### config.mk
export PLATFORM = sky130hd
export DESIGN_NAME = rcs_reset_ctl
export DESIGN_NICKNAME = d
export VERILOG_FILES = /design/src/design/rcs_pkg.sv /design/src/design/rcs_clk_if.sv /design/src/design/rcs_clk_sel.sv /design/src/design/rcs_reset_ctl.sv
export SDC_FILE = /design/constraint.sdc
export NUM_CORES = 1
export LEC_CHECK = 0
export BUFFER_PORTS_ARGS = -buffer_cell sky130_fd_sc_hd__buf_2
export CORE_UTILIZATION = 61
export CTS_CLUSTER_DIAMETER = 50
export CTS_CLUSTER_SIZE = 14
export DETAILED_ROUTE_END_ITERATION = 16
export HOLD_SLACK_MARGIN = 0.03
export PLACE_DENSITY = 0.83
export SYNTH_ARGS = -nofsm -noshare
export SYNTH_HDL_FRONTEND = slang
export SYNTH_SLANG_ARGS = --single-unit
### constraint.sdc
create_clock -name mclk -period 3.8 [get_ports mclk]
set_input_delay 0.76 -clock mclk [delete_from_list [all_inputs] [get_ports mclk]]
set_output_delay 0.76 -clock mclk [all_outputs]
set_load 0.01 [all_outputs]
### src/design/rcs_pkg.sv
// Purpose: Constants and types shared by the reset and clock source control block
// Assumes: System clock mclk at 10 MHz
// Notes:   Register data is 8 bits wide, addresses are 4 bits wide
package rcs_pkg;
    localparam int CLK_PERIOD_NS  = 100;
    localparam int RST_HOLD_NS    = 1000;
    localparam int RST_HOLD_CYC   = (RST_HOLD_NS + CLK_PERIOD_NS - 1) / CLK_PERIOD_NS;
    localparam int CLK_SETTLE_NS  = 500;
    localparam int CLK_SETTLE_CYC = (CLK_SETTLE_NS + CLK_PERIOD_NS - 1) / CLK_PERIOD_NS;

    localparam logic [3:0] ADDR_CTRL = 4'h0;
    localparam logic [3:0] ADDR_EN   = 4'h1;
    localparam logic [3:0] ADDR_CLK  = 4'h2;
    localparam logic [3:0] ADDR_STAT = 4'h3;
    localparam logic [3:0] ADDR_MASK = 4'h4;
    localparam logic [3:0] ADDR_LIVE = 4'h5;

    localparam int CTRL_SWRST = 0;
    localparam int CTRL_WLOCK = 1;

    localparam int EN_WDT = 0;
    localparam int EN_MCD = 1;
    localparam int EN_CMP = 2;
    localparam int EN_SW  = 3;
    localparam int EN_CNV = 4;
    localparam logic [4:0] EN_RST = 5'h0b;

    localparam int C_POR = 0;
    localparam int C_SUP = 1;
    localparam int C_WDT = 2;
    localparam int C_MCD = 3;
    localparam int C_CMP = 4;
    localparam int C_SW  = 5;
    localparam int C_CNV = 6;
    localparam int C_EXT = 7;
    localparam logic [7:0] STAT_RST = 8'h01;
    localparam logic [7:0] MASK_RST = 8'h00;

    localparam int S_EXT = 0;
    localparam int S_SUP = 1;
    localparam int S_MON = 2;
    localparam int S_MCD = 3;
    localparam int S_CMP = 4;
    localparam int S_CNV = 5;

    typedef enum logic [1:0] {SRC_INT, SRC_EXT, SRC_PLL} rcs_src_e;
endpackage : rcs_pkg

### src/design/rcs_clk_if.sv
// Purpose: Carries clock source request and selector state between control and selector
// Assumes: Single clock domain mclk
// Notes:   No clocking block
`timescale 1ns/10ps
interface rcs_clk_if;
    import rcs_pkg::*;
    rcs_src_e req_src;
    rcs_src_e cur_src;
    logic     gate_en;
    logic     busy;
    modport ctl (output req_src, input cur_src, input gate_en, input busy);
    modport sel (input req_src, output cur_src, output gate_en, output busy);
endinterface : rcs_clk_if

### src/design/rcs_clk_sel.sv
// Purpose: Break-before-make sequencing of the system clock source select
// Assumes: The clock mux downstream is gated by gate_en and switched by cur_src
// Notes:   Source changes only while the gate has been closed for the settle time
`timescale 1ns/10ps
module rcs_clk_sel import rcs_pkg::*; #(
    parameter int SETTLE_CYC = CLK_SETTLE_CYC
) (
    input  wire logic mclk,
    input  wire logic rst_n,
    rcs_clk_if.sel    cif
);
    localparam int SW = $clog2(SETTLE_CYC + 1);
    typedef enum logic [1:0] {ST_RUN, ST_OFF, ST_ON} rcs_cs_e;
    rcs_cs_e        st_r;
    logic [SW-1:0]  cnt_r;
    wire            cnt_done = (cnt_r == '0);
    wire            want     = (cif.req_src != cif.cur_src);

    always_ff @(posedge mclk or negedge rst_n) begin
        if (!rst_n) begin
            st_r        <= ST_RUN;
            cnt_r       <= '0;
            cif.cur_src <= SRC_INT;
            cif.gate_en <= 1'b1;
            cif.busy    <= 1'b0;
        end else begin
            if (!cnt_done)
                cnt_r <= cnt_r - 1'b1;
            case (st_r)
                ST_RUN: if (want) begin
                    st_r        <= ST_OFF;
                    cif.gate_en <= 1'b0; // [RULE9]
                    cif.busy    <= 1'b1;
                    cnt_r       <= SW'(SETTLE_CYC);
                end
                ST_OFF: if (cnt_done) begin
                    st_r        <= ST_ON;
                    cif.cur_src <= cif.req_src; // [RULE7] [RULE8]
                    cnt_r       <= SW'(SETTLE_CYC);
                end
                ST_ON: if (cnt_done) begin
                    st_r        <= ST_RUN;
                    cif.gate_en <= 1'b1;
                    cif.busy    <= 1'b0;
                end
                default: st_r <= ST_RUN;
            endcase
        end
    end
endmodule : rcs_clk_sel

### src/design/rcs_reset_ctl.sv
// Purpose: Combines reset causes into one system reset and controls the clock source
// Assumes: rst_n is the power-on reset; pins and analog levels are asynchronous to mclk
// Notes:   Registers other than the clock request are reset by power-on only, so cause flags survive a system reset
`timescale 1ns/10ps
// Summary of operation
// (RULE1) Seven reset causes merged into system reset
// (RULE2) Reset pin takes external reset, drives power-on
// (RULE3) Causes maskable except supply monitor and pin
// (RULE4) Supply monitor enabled only by its pin
// (RULE5) Watchdog lockable on after power-on, permanently
// (RULE6) Every reset selects internal oscillator
// (RULE7) Software switches internal and external oscillator
// (RULE8) PLL offered as further clock source
// (RULE9) Glitch-free switch; reset held while cause active
module rcs_reset_ctl import rcs_pkg::*; #(
    parameter int HOLD_CYC   = RST_HOLD_CYC,
    parameter int SETTLE_CYC = CLK_SETTLE_CYC
) (
    input  wire logic       mclk,
    input  wire logic       rst_n,
    input  wire logic [3:0] reg_addr,
    input  wire logic [7:0] reg_wdata,
    input  wire logic       reg_wr,
    input  wire logic       reg_rd,
    output logic      [7:0] reg_rdata,
    input  wire logic       supply_low,
    input  wire logic       supply_monitor_enable_pin,
    input  wire logic       wdt_expire,
    input  wire logic       clk_missing,
    input  wire logic       cmp0_trip,
    input  wire logic       conversion_start_input_0,
    input  wire logic       ext_rst_n_i,
    output logic            ext_rst_n_o,
    output logic            ext_rst_oe_n,
    output logic            sys_rst_n,
    output logic      [1:0] clk_src,
    output logic            clk_gate_en,
    output logic            irq
);
    localparam int CW = $clog2(HOLD_CYC + 1);

    // One address compare shared by the write and read decode
    function automatic logic addr_is(input logic [3:0] a, input logic [3:0] sel);
        return a == sel;
    endfunction : addr_is

    logic [5:0]    sync1_r;
    logic [5:0]    sync2_r;
    logic [7:0]    prev_r;
    logic [7:0]    stat_r;
    logic [7:0]    mask_r;
    logic [4:0]    en_r;
    logic          lock_r;
    logic          por_flag_r;
    logic          drv_r;
    logic [1:0]    drv_d_r;
    logic [CW-1:0] hold_r;
    logic          sys_rst_n_r;
    logic          irq_r;
    logic          pin_o_r;
    logic [7:0]    rdata_r;
    rcs_src_e      clk_req_r;

    rcs_clk_if cif ();

    rcs_clk_sel #(.SETTLE_CYC(SETTLE_CYC)) u_sel (
        .mclk  (mclk),
        .rst_n (rst_n),
        .cif   (cif)
    );

    // Register decode
    wire wr_ctrl = reg_wr && addr_is(reg_addr, ADDR_CTRL);
    wire wr_en   = reg_wr && addr_is(reg_addr, ADDR_EN);
    wire wr_clk  = reg_wr && addr_is(reg_addr, ADDR_CLK);
    wire wr_stat = reg_wr && addr_is(reg_addr, ADDR_STAT);
    wire wr_mask = reg_wr && addr_is(reg_addr, ADDR_MASK);
    wire sw_req  = wr_ctrl && reg_wdata[CTRL_SWRST];

    // Monitor and watchdog enable levels
    wire mon_on   = sync2_r[S_MON];
    wire wdt_on   = en_r[EN_WDT] | lock_r; // [RULE5]
    // Own pin drive is ignored until it has left the synchroniser
    wire self_drv = drv_r | (|drv_d_r);

    wire sup_act  = sync2_r[S_SUP] & mon_on; // [RULE4]
    wire ext_act  = ~sync2_r[S_EXT] & ~self_drv; // [RULE2]
    wire wdt_act  = wdt_expire & wdt_on; // [RULE3]
    wire mcd_act  = sync2_r[S_MCD] & en_r[EN_MCD]; // [RULE3]
    wire cmp_act  = sync2_r[S_CMP] & en_r[EN_CMP]; // [RULE3]
    wire sw_act   = sw_req & en_r[EN_SW]; // [RULE3]
    wire cnv_act  = sync2_r[S_CNV] & en_r[EN_CNV]; // [RULE3]

    wire [7:0] cause_vec = {ext_act, cnv_act, sw_act, cmp_act, mcd_act, wdt_act, sup_act, 1'b0}; // [RULE1]
    wire       cause_act = |cause_vec; // [RULE1]
    wire [7:0] cause_ev  = cause_vec & ~prev_r;

    wire [CW-1:0] hold_nxt = cause_act ? CW'(HOLD_CYC) :
                             (hold_r != '0) ? hold_r - 1'b1 : hold_r;
    wire          rst_nxt  = !cause_act && (hold_nxt == '0); // [RULE9]

    // Set wins over a write-one clear in the same cycle
    wire [7:0] stat_nxt = (stat_r & ~(wr_stat ? reg_wdata : 8'h00)) | cause_ev;

    wire [1:0] live_v = {mon_on, ~sync2_r[S_EXT]};
    wire [7:0] rd_mux =
        addr_is(reg_addr, ADDR_CTRL) ? {6'h00, lock_r, 1'b0} :
        addr_is(reg_addr, ADDR_EN)   ? {3'h0, en_r[4:1], wdt_on} :
        addr_is(reg_addr, ADDR_CLK)  ? {cif.busy, cif.gate_en, cif.cur_src, 2'h0, clk_req_r} :
        addr_is(reg_addr, ADDR_STAT) ? stat_r :
        addr_is(reg_addr, ADDR_MASK) ? mask_r :
        addr_is(reg_addr, ADDR_LIVE) ? {cause_vec[7:2], live_v} :
                                       8'h00;

    // Illegal source code 3 falls back to the internal oscillator
    wire rcs_src_e wr_src = (reg_wdata[1:0] == 2'h1) ? SRC_EXT :
                            (reg_wdata[1:0] == 2'h2) ? SRC_PLL : SRC_INT; // [RULE7] [RULE8]

    always_ff @(posedge mclk or negedge rst_n) begin
        if (!rst_n) begin
            sync1_r <= 6'h00;
            sync2_r <= 6'h00;
        end else begin
            sync1_r <= {conversion_start_input_0, cmp0_trip, clk_missing,
                        supply_monitor_enable_pin, supply_low, ext_rst_n_i};
            sync2_r <= sync1_r;
        end
    end

    always_ff @(posedge mclk or negedge rst_n) begin
        if (!rst_n) begin
            hold_r      <= CW'(HOLD_CYC);
            sys_rst_n_r <= 1'b0;
            prev_r      <= 8'h00;
            drv_r       <= 1'b1;
            drv_d_r     <= 2'h3;
            pin_o_r     <= 1'b0;
        end else begin
            hold_r      <= hold_nxt;
            sys_rst_n_r <= rst_nxt; // [RULE1] [RULE9]
            prev_r      <= cause_vec;
            drv_d_r     <= {drv_d_r[0], drv_r};
            pin_o_r     <= 1'b0;
            if (rst_nxt)
                drv_r <= 1'b0; // [RULE2]
        end
    end

    always_ff @(posedge mclk or negedge rst_n) begin
        if (!rst_n) begin
            stat_r     <= STAT_RST;
            mask_r     <= MASK_RST;
            en_r       <= EN_RST;
            lock_r     <= 1'b0;
            por_flag_r <= 1'b1;
            irq_r      <= 1'b0;
        end else begin
            stat_r <= stat_nxt;
            irq_r  <= |(stat_nxt & mask_r);
            if (wr_mask)
                mask_r <= reg_wdata;
            if (wr_en)
                en_r <= reg_wdata[4:0];
            if (!drv_r && cause_act)
                por_flag_r <= 1'b0;
            if (wr_ctrl && reg_wdata[CTRL_WLOCK] && por_flag_r)
                lock_r <= 1'b1; // [RULE5]
        end
    end

    always_ff @(posedge mclk or negedge rst_n) begin
        if (!rst_n) begin
            clk_req_r <= SRC_INT;
            rdata_r   <= 8'h00;
        end else begin
            rdata_r <= reg_rd ? rd_mux : 8'h00;
            if (!sys_rst_n_r)
                clk_req_r <= SRC_INT; // [RULE6]
            else if (wr_clk)
                clk_req_r <= wr_src; // [RULE7] [RULE8]
        end
    end

    assign cif.req_src  = clk_req_r;
    assign reg_rdata    = rdata_r;
    assign sys_rst_n    = sys_rst_n_r;
    assign irq          = irq_r;
    assign ext_rst_n_o  = pin_o_r;
    assign ext_rst_oe_n = ~drv_r;
    assign clk_src      = cif.cur_src;
    assign clk_gate_en  = cif.gate_en;
endmodule : rcs_reset_ctl

### Word-level counts from Yosys, hierarchy flattened

Index checks and enable logic that the tools add are counted.

| cells by class | value |
|---|---|
| multiplexer cells | 28 |
| equal/unequal tests | 14 |
| add/subtract/negate cells | 2 |
| reductions and logical operators | 24 |
| bitwise gates (word level) | 18 |

Operator list:

| cell | number |
|---|---|
| $mux W8 | 8 |
| $and A8 B8 Y8 | 3 |
| $not A8 Y8 | 2 |
| $mux W2 | 7 |
| $logic_and A1 B1 Y1 | 10 |
| $mux W3 | 3 |
| $eq A4 B2 Y1 const B | 2 |
| $eq A4 B3 Y1 const B | 2 |
| $logic_not A4 Y1 | 2 |
| $mux W4 | 2 |
| $ne A2 B1 Y1 const B | 4 |
| $or A8 B8 Y8 | 1 |
| $reduce_or A8 Y1 | 1 |
| $and A1 B1 Y1 | 7 |
| $reduce_or A7 Y1 | 1 |
| $pmux W2 S3 | 1 |
| $pmux W3 S2 | 1 |
| $reduce_and A3 Y1 | 2 |
| $eq A2 B1 Y1 const B | 2 |
| $eq A2 B2 Y1 const B | 2 |
| $eq A4 B1 Y1 const B | 1 |
| $mux W1 | 4 |
| $pmux W1 S2 | 2 |
| $reduce_bool A4 Y1 | 1 |
| 11 further kinds | 15 |

| storage, ports and cells | value |
|---|---|
| flip-flop bits (word level) | 70 |

### Depth between registers and ports, before layout

| depth | value |
|---|---|
| word-level depth | 11 |
| depth in mapped cells | 7 |
| mapped depth without buffers | 7 |

### Cells and area by module

Synthesis repeated with hierarchy kept, for this count alone.

| second synthesis, totals | value |
|---|---|
| cells, all modules | 275 |
| area total of the unflattened synthesis | 3165.5 µm² |

Modules (own cells, without submodules):

| module | area an instance (µm²) | sequential area each (µm²) | instances | cells each |
|---|---|---|---|---|
| rcs_reset_ctl | 2702.6 | 1539.0 | 1 | 236 |
| rcs_clk_sel | 462.9 | 226.5 | 1 | 39 |

### Worst setup path after synthesis

No wires, ideal clock.

| timing | value |
|---|---|
| kind | input -> register |
| start | in reg_addr[0] |
| end | reg irq_r (netlist: irq) |
| path buffers | 2 |
| setup slack | 1.748 ns |
| cell stages on the path | 7 |
| required time | 3.665 ns |
| arrival time | 1.917 ns |
| path through | buf_6 or3b_1 buf_6 nor2_8 a21oi_2 a221oi_2 nand4_1 |

| between the ends | value |
|---|---|
| word-level cells in the longest chain between the ends | 8 |
| elaborated cells between the ends (all ways) | 13 |

Ends and longest elaborated chain:

| item | line | RTL |
|---|---|---|
| from (decl) | rcs_reset_ctl.sv:21 | `input wire logic [3:0] reg_addr,` |
| $eq A4 B2 Y1 | rcs_reset_ctl.sv:44 | `return a == sel;` |
| $logic_and A1 B1 Y1 | rcs_reset_ctl.sv:76 | `wire wr_stat = reg_wr && addr_is(reg_addr, ADDR_STAT);` |
| $mux W8 | rcs_reset_ctl.sv:103 | `wire [7:0] stat_nxt = (stat_r & ~(wr_stat ? reg_wdata : 8'h00)) \| cause_ev;` |
| $not A8 Y8 | rcs_reset_ctl.sv:103 |  |
| $and A8 B8 Y8 | rcs_reset_ctl.sv:103 |  |
| $or A8 B8 Y8 | rcs_reset_ctl.sv:103 |  |
| net stat_nxt[6] | rcs_reset_ctl.sv:103 |  |
| $and A8 B8 Y8 | rcs_reset_ctl.sv:159 | `irq_r <= \|(stat_nxt & mask_r);` |
| $reduce_or A8 Y1 | rcs_reset_ctl.sv:159 |  |
| to (signal assigned) | rcs_reset_ctl.sv:159 |  |
| to (decl) | rcs_reset_ctl.sv:59 | `logic irq_r;` |

The timed path passes the listed nets, and every way through them passes these cells.
A chain may end at the register's enable or synchronous reset.

### Worst setup path in the final report

Same ends and word-level chain as after synthesis.

==> results by group <==
Global route
  – Largest net degree at the start of global routing: 44
  – Initial antenna violation count: 0
  – Gr ovfl total: 0
  – First-pass GRT wire length: between 10000 and 15000 um
  – Vias in the first global route: approximately 2.2k
  – Tot GR Track Use: 0.279

Synthesis
  – Mean Syn Cell Area: roughly 12 um2
  – Gate Count Post-Synth: ~260
  – Post-synth EDFFs: 0
  – Net count after synthesis: 282
  – Seq/Total Area, Yosys: 0.585
  – Mapped Area: around 3000 um2
  – #FFs+latches synth: 70
  – Most used DFF post-synth: dfrtp_1
  – Distinct cells, synth: a little under 50
  – Ys async rst share: 1.00
  – Yosys Warn Count: 0

Setup path
  – Critical path type: primary input to register
  – CP Launch Type: primary input
  – Cell mode on critical path: o21ai_0
  – Crit end category: register
  – Worst reg2reg path depth: 5
  – Critical Path RT: 3.99 ns
  – Buf+Inv Stages, Crit Path: 1
  – Critical path's slowest cell: or3b_1
  – Critical-path cell list: buf_2, or3b_1, o21ai_0, o21ai_0, a22oi_1, nand4_1
  – Crit-path max FO: 19
  – CP top delay family: simple AND/OR/NAND/NOR gates
  – Crit path arrival time: roughly 2.5 ns
  – Worst path max stage delay: roughly 0.60 ns
  – Setup slack, reg-to-reg: 1.93 ns
  – R2R Path End: drv_r
  – Worst r2r src: sync2_r[0]

Final layout
  – Layout area overhead: 14.6%
  – Fillers: 376
  – Footprint of the multi-input gates: about 1200 um2
  – Commonest non-fill, non-tap cell in the layout: dfrtp_1
  – Commonest non-fill, non-tap cells in the layout: dfrtp_1 (59), buf_2 (36), nor2_1 (20)
  – Post-Layout Cell Count: 368
  – Layout cell share with drive strength beyond 1: 0.292
  – # nets final: 323
  – Seq. cell area: between 1500 and 2000 um2
  – ANT cells: 0

Flow run
  – Max cap viols: 0

STA
  – FMAX: around 440 MHz
  – Final setup margin: 1.52 ns
  – Final Slew Violations: 0
  – # setup viols final: 0
  – Worst-margin pin slew: between 0.9 and 1 ns
  – Final Hold Viols: 0
  – Final worst path period share: 0.600
  – Final worst clock skew: ~0.011 ns
  – Setup TNS: 0 ns
  – Post-layout minimum cycle time: between 2 and 2.5 ns
  – RSZ-0062 raised after global routing: false
  – Relative slew slack: 0.386

Placement
  – HPWL Detailed: 4480 um
  – Number of port buffers: 36
  – Cells after DPL: 352
  – Pre-CTS worst setup slack: around 1.2 ns
  – Placer Congestion: ~0.88

Clocking
  – Clock Latency Late Sink: 0.34 ns
  – TritonCTS clock tree: yes
  – Clock transition at path regs: 0.07 ns
  – Hold_buf cts: 0
  – CTS Buffer Depth: 2
  – Setup bufs post-CTS: 0
  – Post-cts sizing count: 0
  – Root buffer cell: clkbuf_8
  – H-tree depth: 3
  – CTS Buf Count: 9
  – Clock Sinks: 70

Hold path
  – Hold-critical path endpoint: sync2_r[3]
  – Worst min path class: register to register
  – Hold path depth: 0
  – Hold_sp: sync1_r[3]

Route
  – Drt via density: around 5.7
  – Total routed wirelength: 6300 um
  – DR iter-0 viols: 150
  – Pre-antenna DRT Iters: 4
  – Final ANT Viol Nets: 0
  – Via Count: 2100
  – DRC violations left: 0
  – WL per Instance: about 17 um

Pwr
  – PD cells: around 580 nW/um2
  – Pleak: 0.00165 uW
  – Part of the power in registers: 0.487
  – Switching power total: between 500 and 600 uW
  – Clk network pwr share: 0.322
  – Worst vdd ir: around 0.44 mV
  – P_int: 1450 uW
  – Overall Power: about 2000 uW
  – Sw Ratio: 0.277
  – Combinational Power Share: 0.191

Floorplanning
  – Die ar.: about 5200 um2
  – Starting Density: 0.634
  – I/O pin count: 38
  – Die Span X: approximately 72 um
  – Die extent in y: 72.3 um
  – Core ar.: ~4800 um2
  – Placement Rows: 25

Status
  – Status: finished clean
## flip-flops by register name (all words and copies together), names as in the netlist, 2 cells and up
signal             count
prev_r                 7
u_sel.cif.cur_src      2
reg_rdata              8
u_sel.st_r             2
stat_r                 8
en_r                   5
sync1_r                6
mask_r                 8
drv_d_r                2
u_sel.cnt_r            3
sync2_r                6
hold_r                 4
cif.req_src            2
## worst max path at each step
stage	from	endpoint	slack, ns	cells after the start
6_report	reg_addr[0]	irq	1.52	6
5_1_grt	reg_addr[0]	irq	1.39	6
4_1_cts	reg_addr[0]	irq	1.56	6
3_5_place_dp	reg_addr[0]	irq	1.20	6
3_3_place_gp	reg_addr[0]	irq	1.25	6
2_1_floorplan	reg_addr[0]	irq	1.75	7
## per-layer routing
metal  GRT usage  vias up  routed length, um
met5           0        -                  0
met4       0.150        0                 89
met3      0.0722       11                345
met2       0.439       75               3110
met1       0.355     1032               2760
li1            -      982                  -
## kinds of logic after synthesis
kind of cell / count (synthesis) / synth area share
simple gates: 80 / 0.144
flops: 70 / 0.585
compound gates: 48 / 0.108
mux: 28 / 0.103
buf+inv: 21 / 0.0328
fa+ha+maj: 4 / 0.0166
xor+xnor: 3 / 0.00871
other cells: 1 / 0.00124
## synthesized netlist by cell type (6+ instances only)
| cell type | count | area share |
|---|---|---|
| inv_1 | 14 | 0.017 |
| dfstp_2 | 11 | 0.096 |
| mux2_2 | 15 | 0.056 |
| nand3_1 | 6 | 0.010 |
| nor2_1 | 20 | 0.025 |
| nand2_1 | 19 | 0.024 |
| o21ai_0 | 17 | 0.028 |
| mux2i_1 | 12 | 0.040 |
| a21oi_1 | 7 | 0.012 |
| dfrtp_1 | 59 | 0.49 |
## through the flow
stage	hold slack (ns)	instance area, um2	utilization
after floorplan	0.331	3020	-
after global placement	0.334	3240	0.682
after global routing	0.356	3460	0.727
after CTS	0.355	3460	0.727
final	0.353	3460	0.727
after detailed placement	0.340	3240	0.682
## final cells by class
type | instances | share of cell area
Clock buffer | 12 | 0.0420
Clock inverter | 4 | 0.0203
Inverter | 14 | 0.0152
Multi-Input combinational cell | 164 | 0.333
Sequential cell | 70 | 0.511
Tap cell | 67 | 0.0242
Timing Repair Buffer | 37 | 0.0543
## power by group through the flow
stage / combinational [uW] / clock [uW] / sequential [uW]
floorplan: 278 / 0 / 962
global placement: 364 / 0 / 984
detailed placement: 380 / 0 / 991
CTS: 385 / 658 / 978
global route: 439 / 690 / 993
finish: 383 / 647 / 979
(Power assumes the default switching activity.)
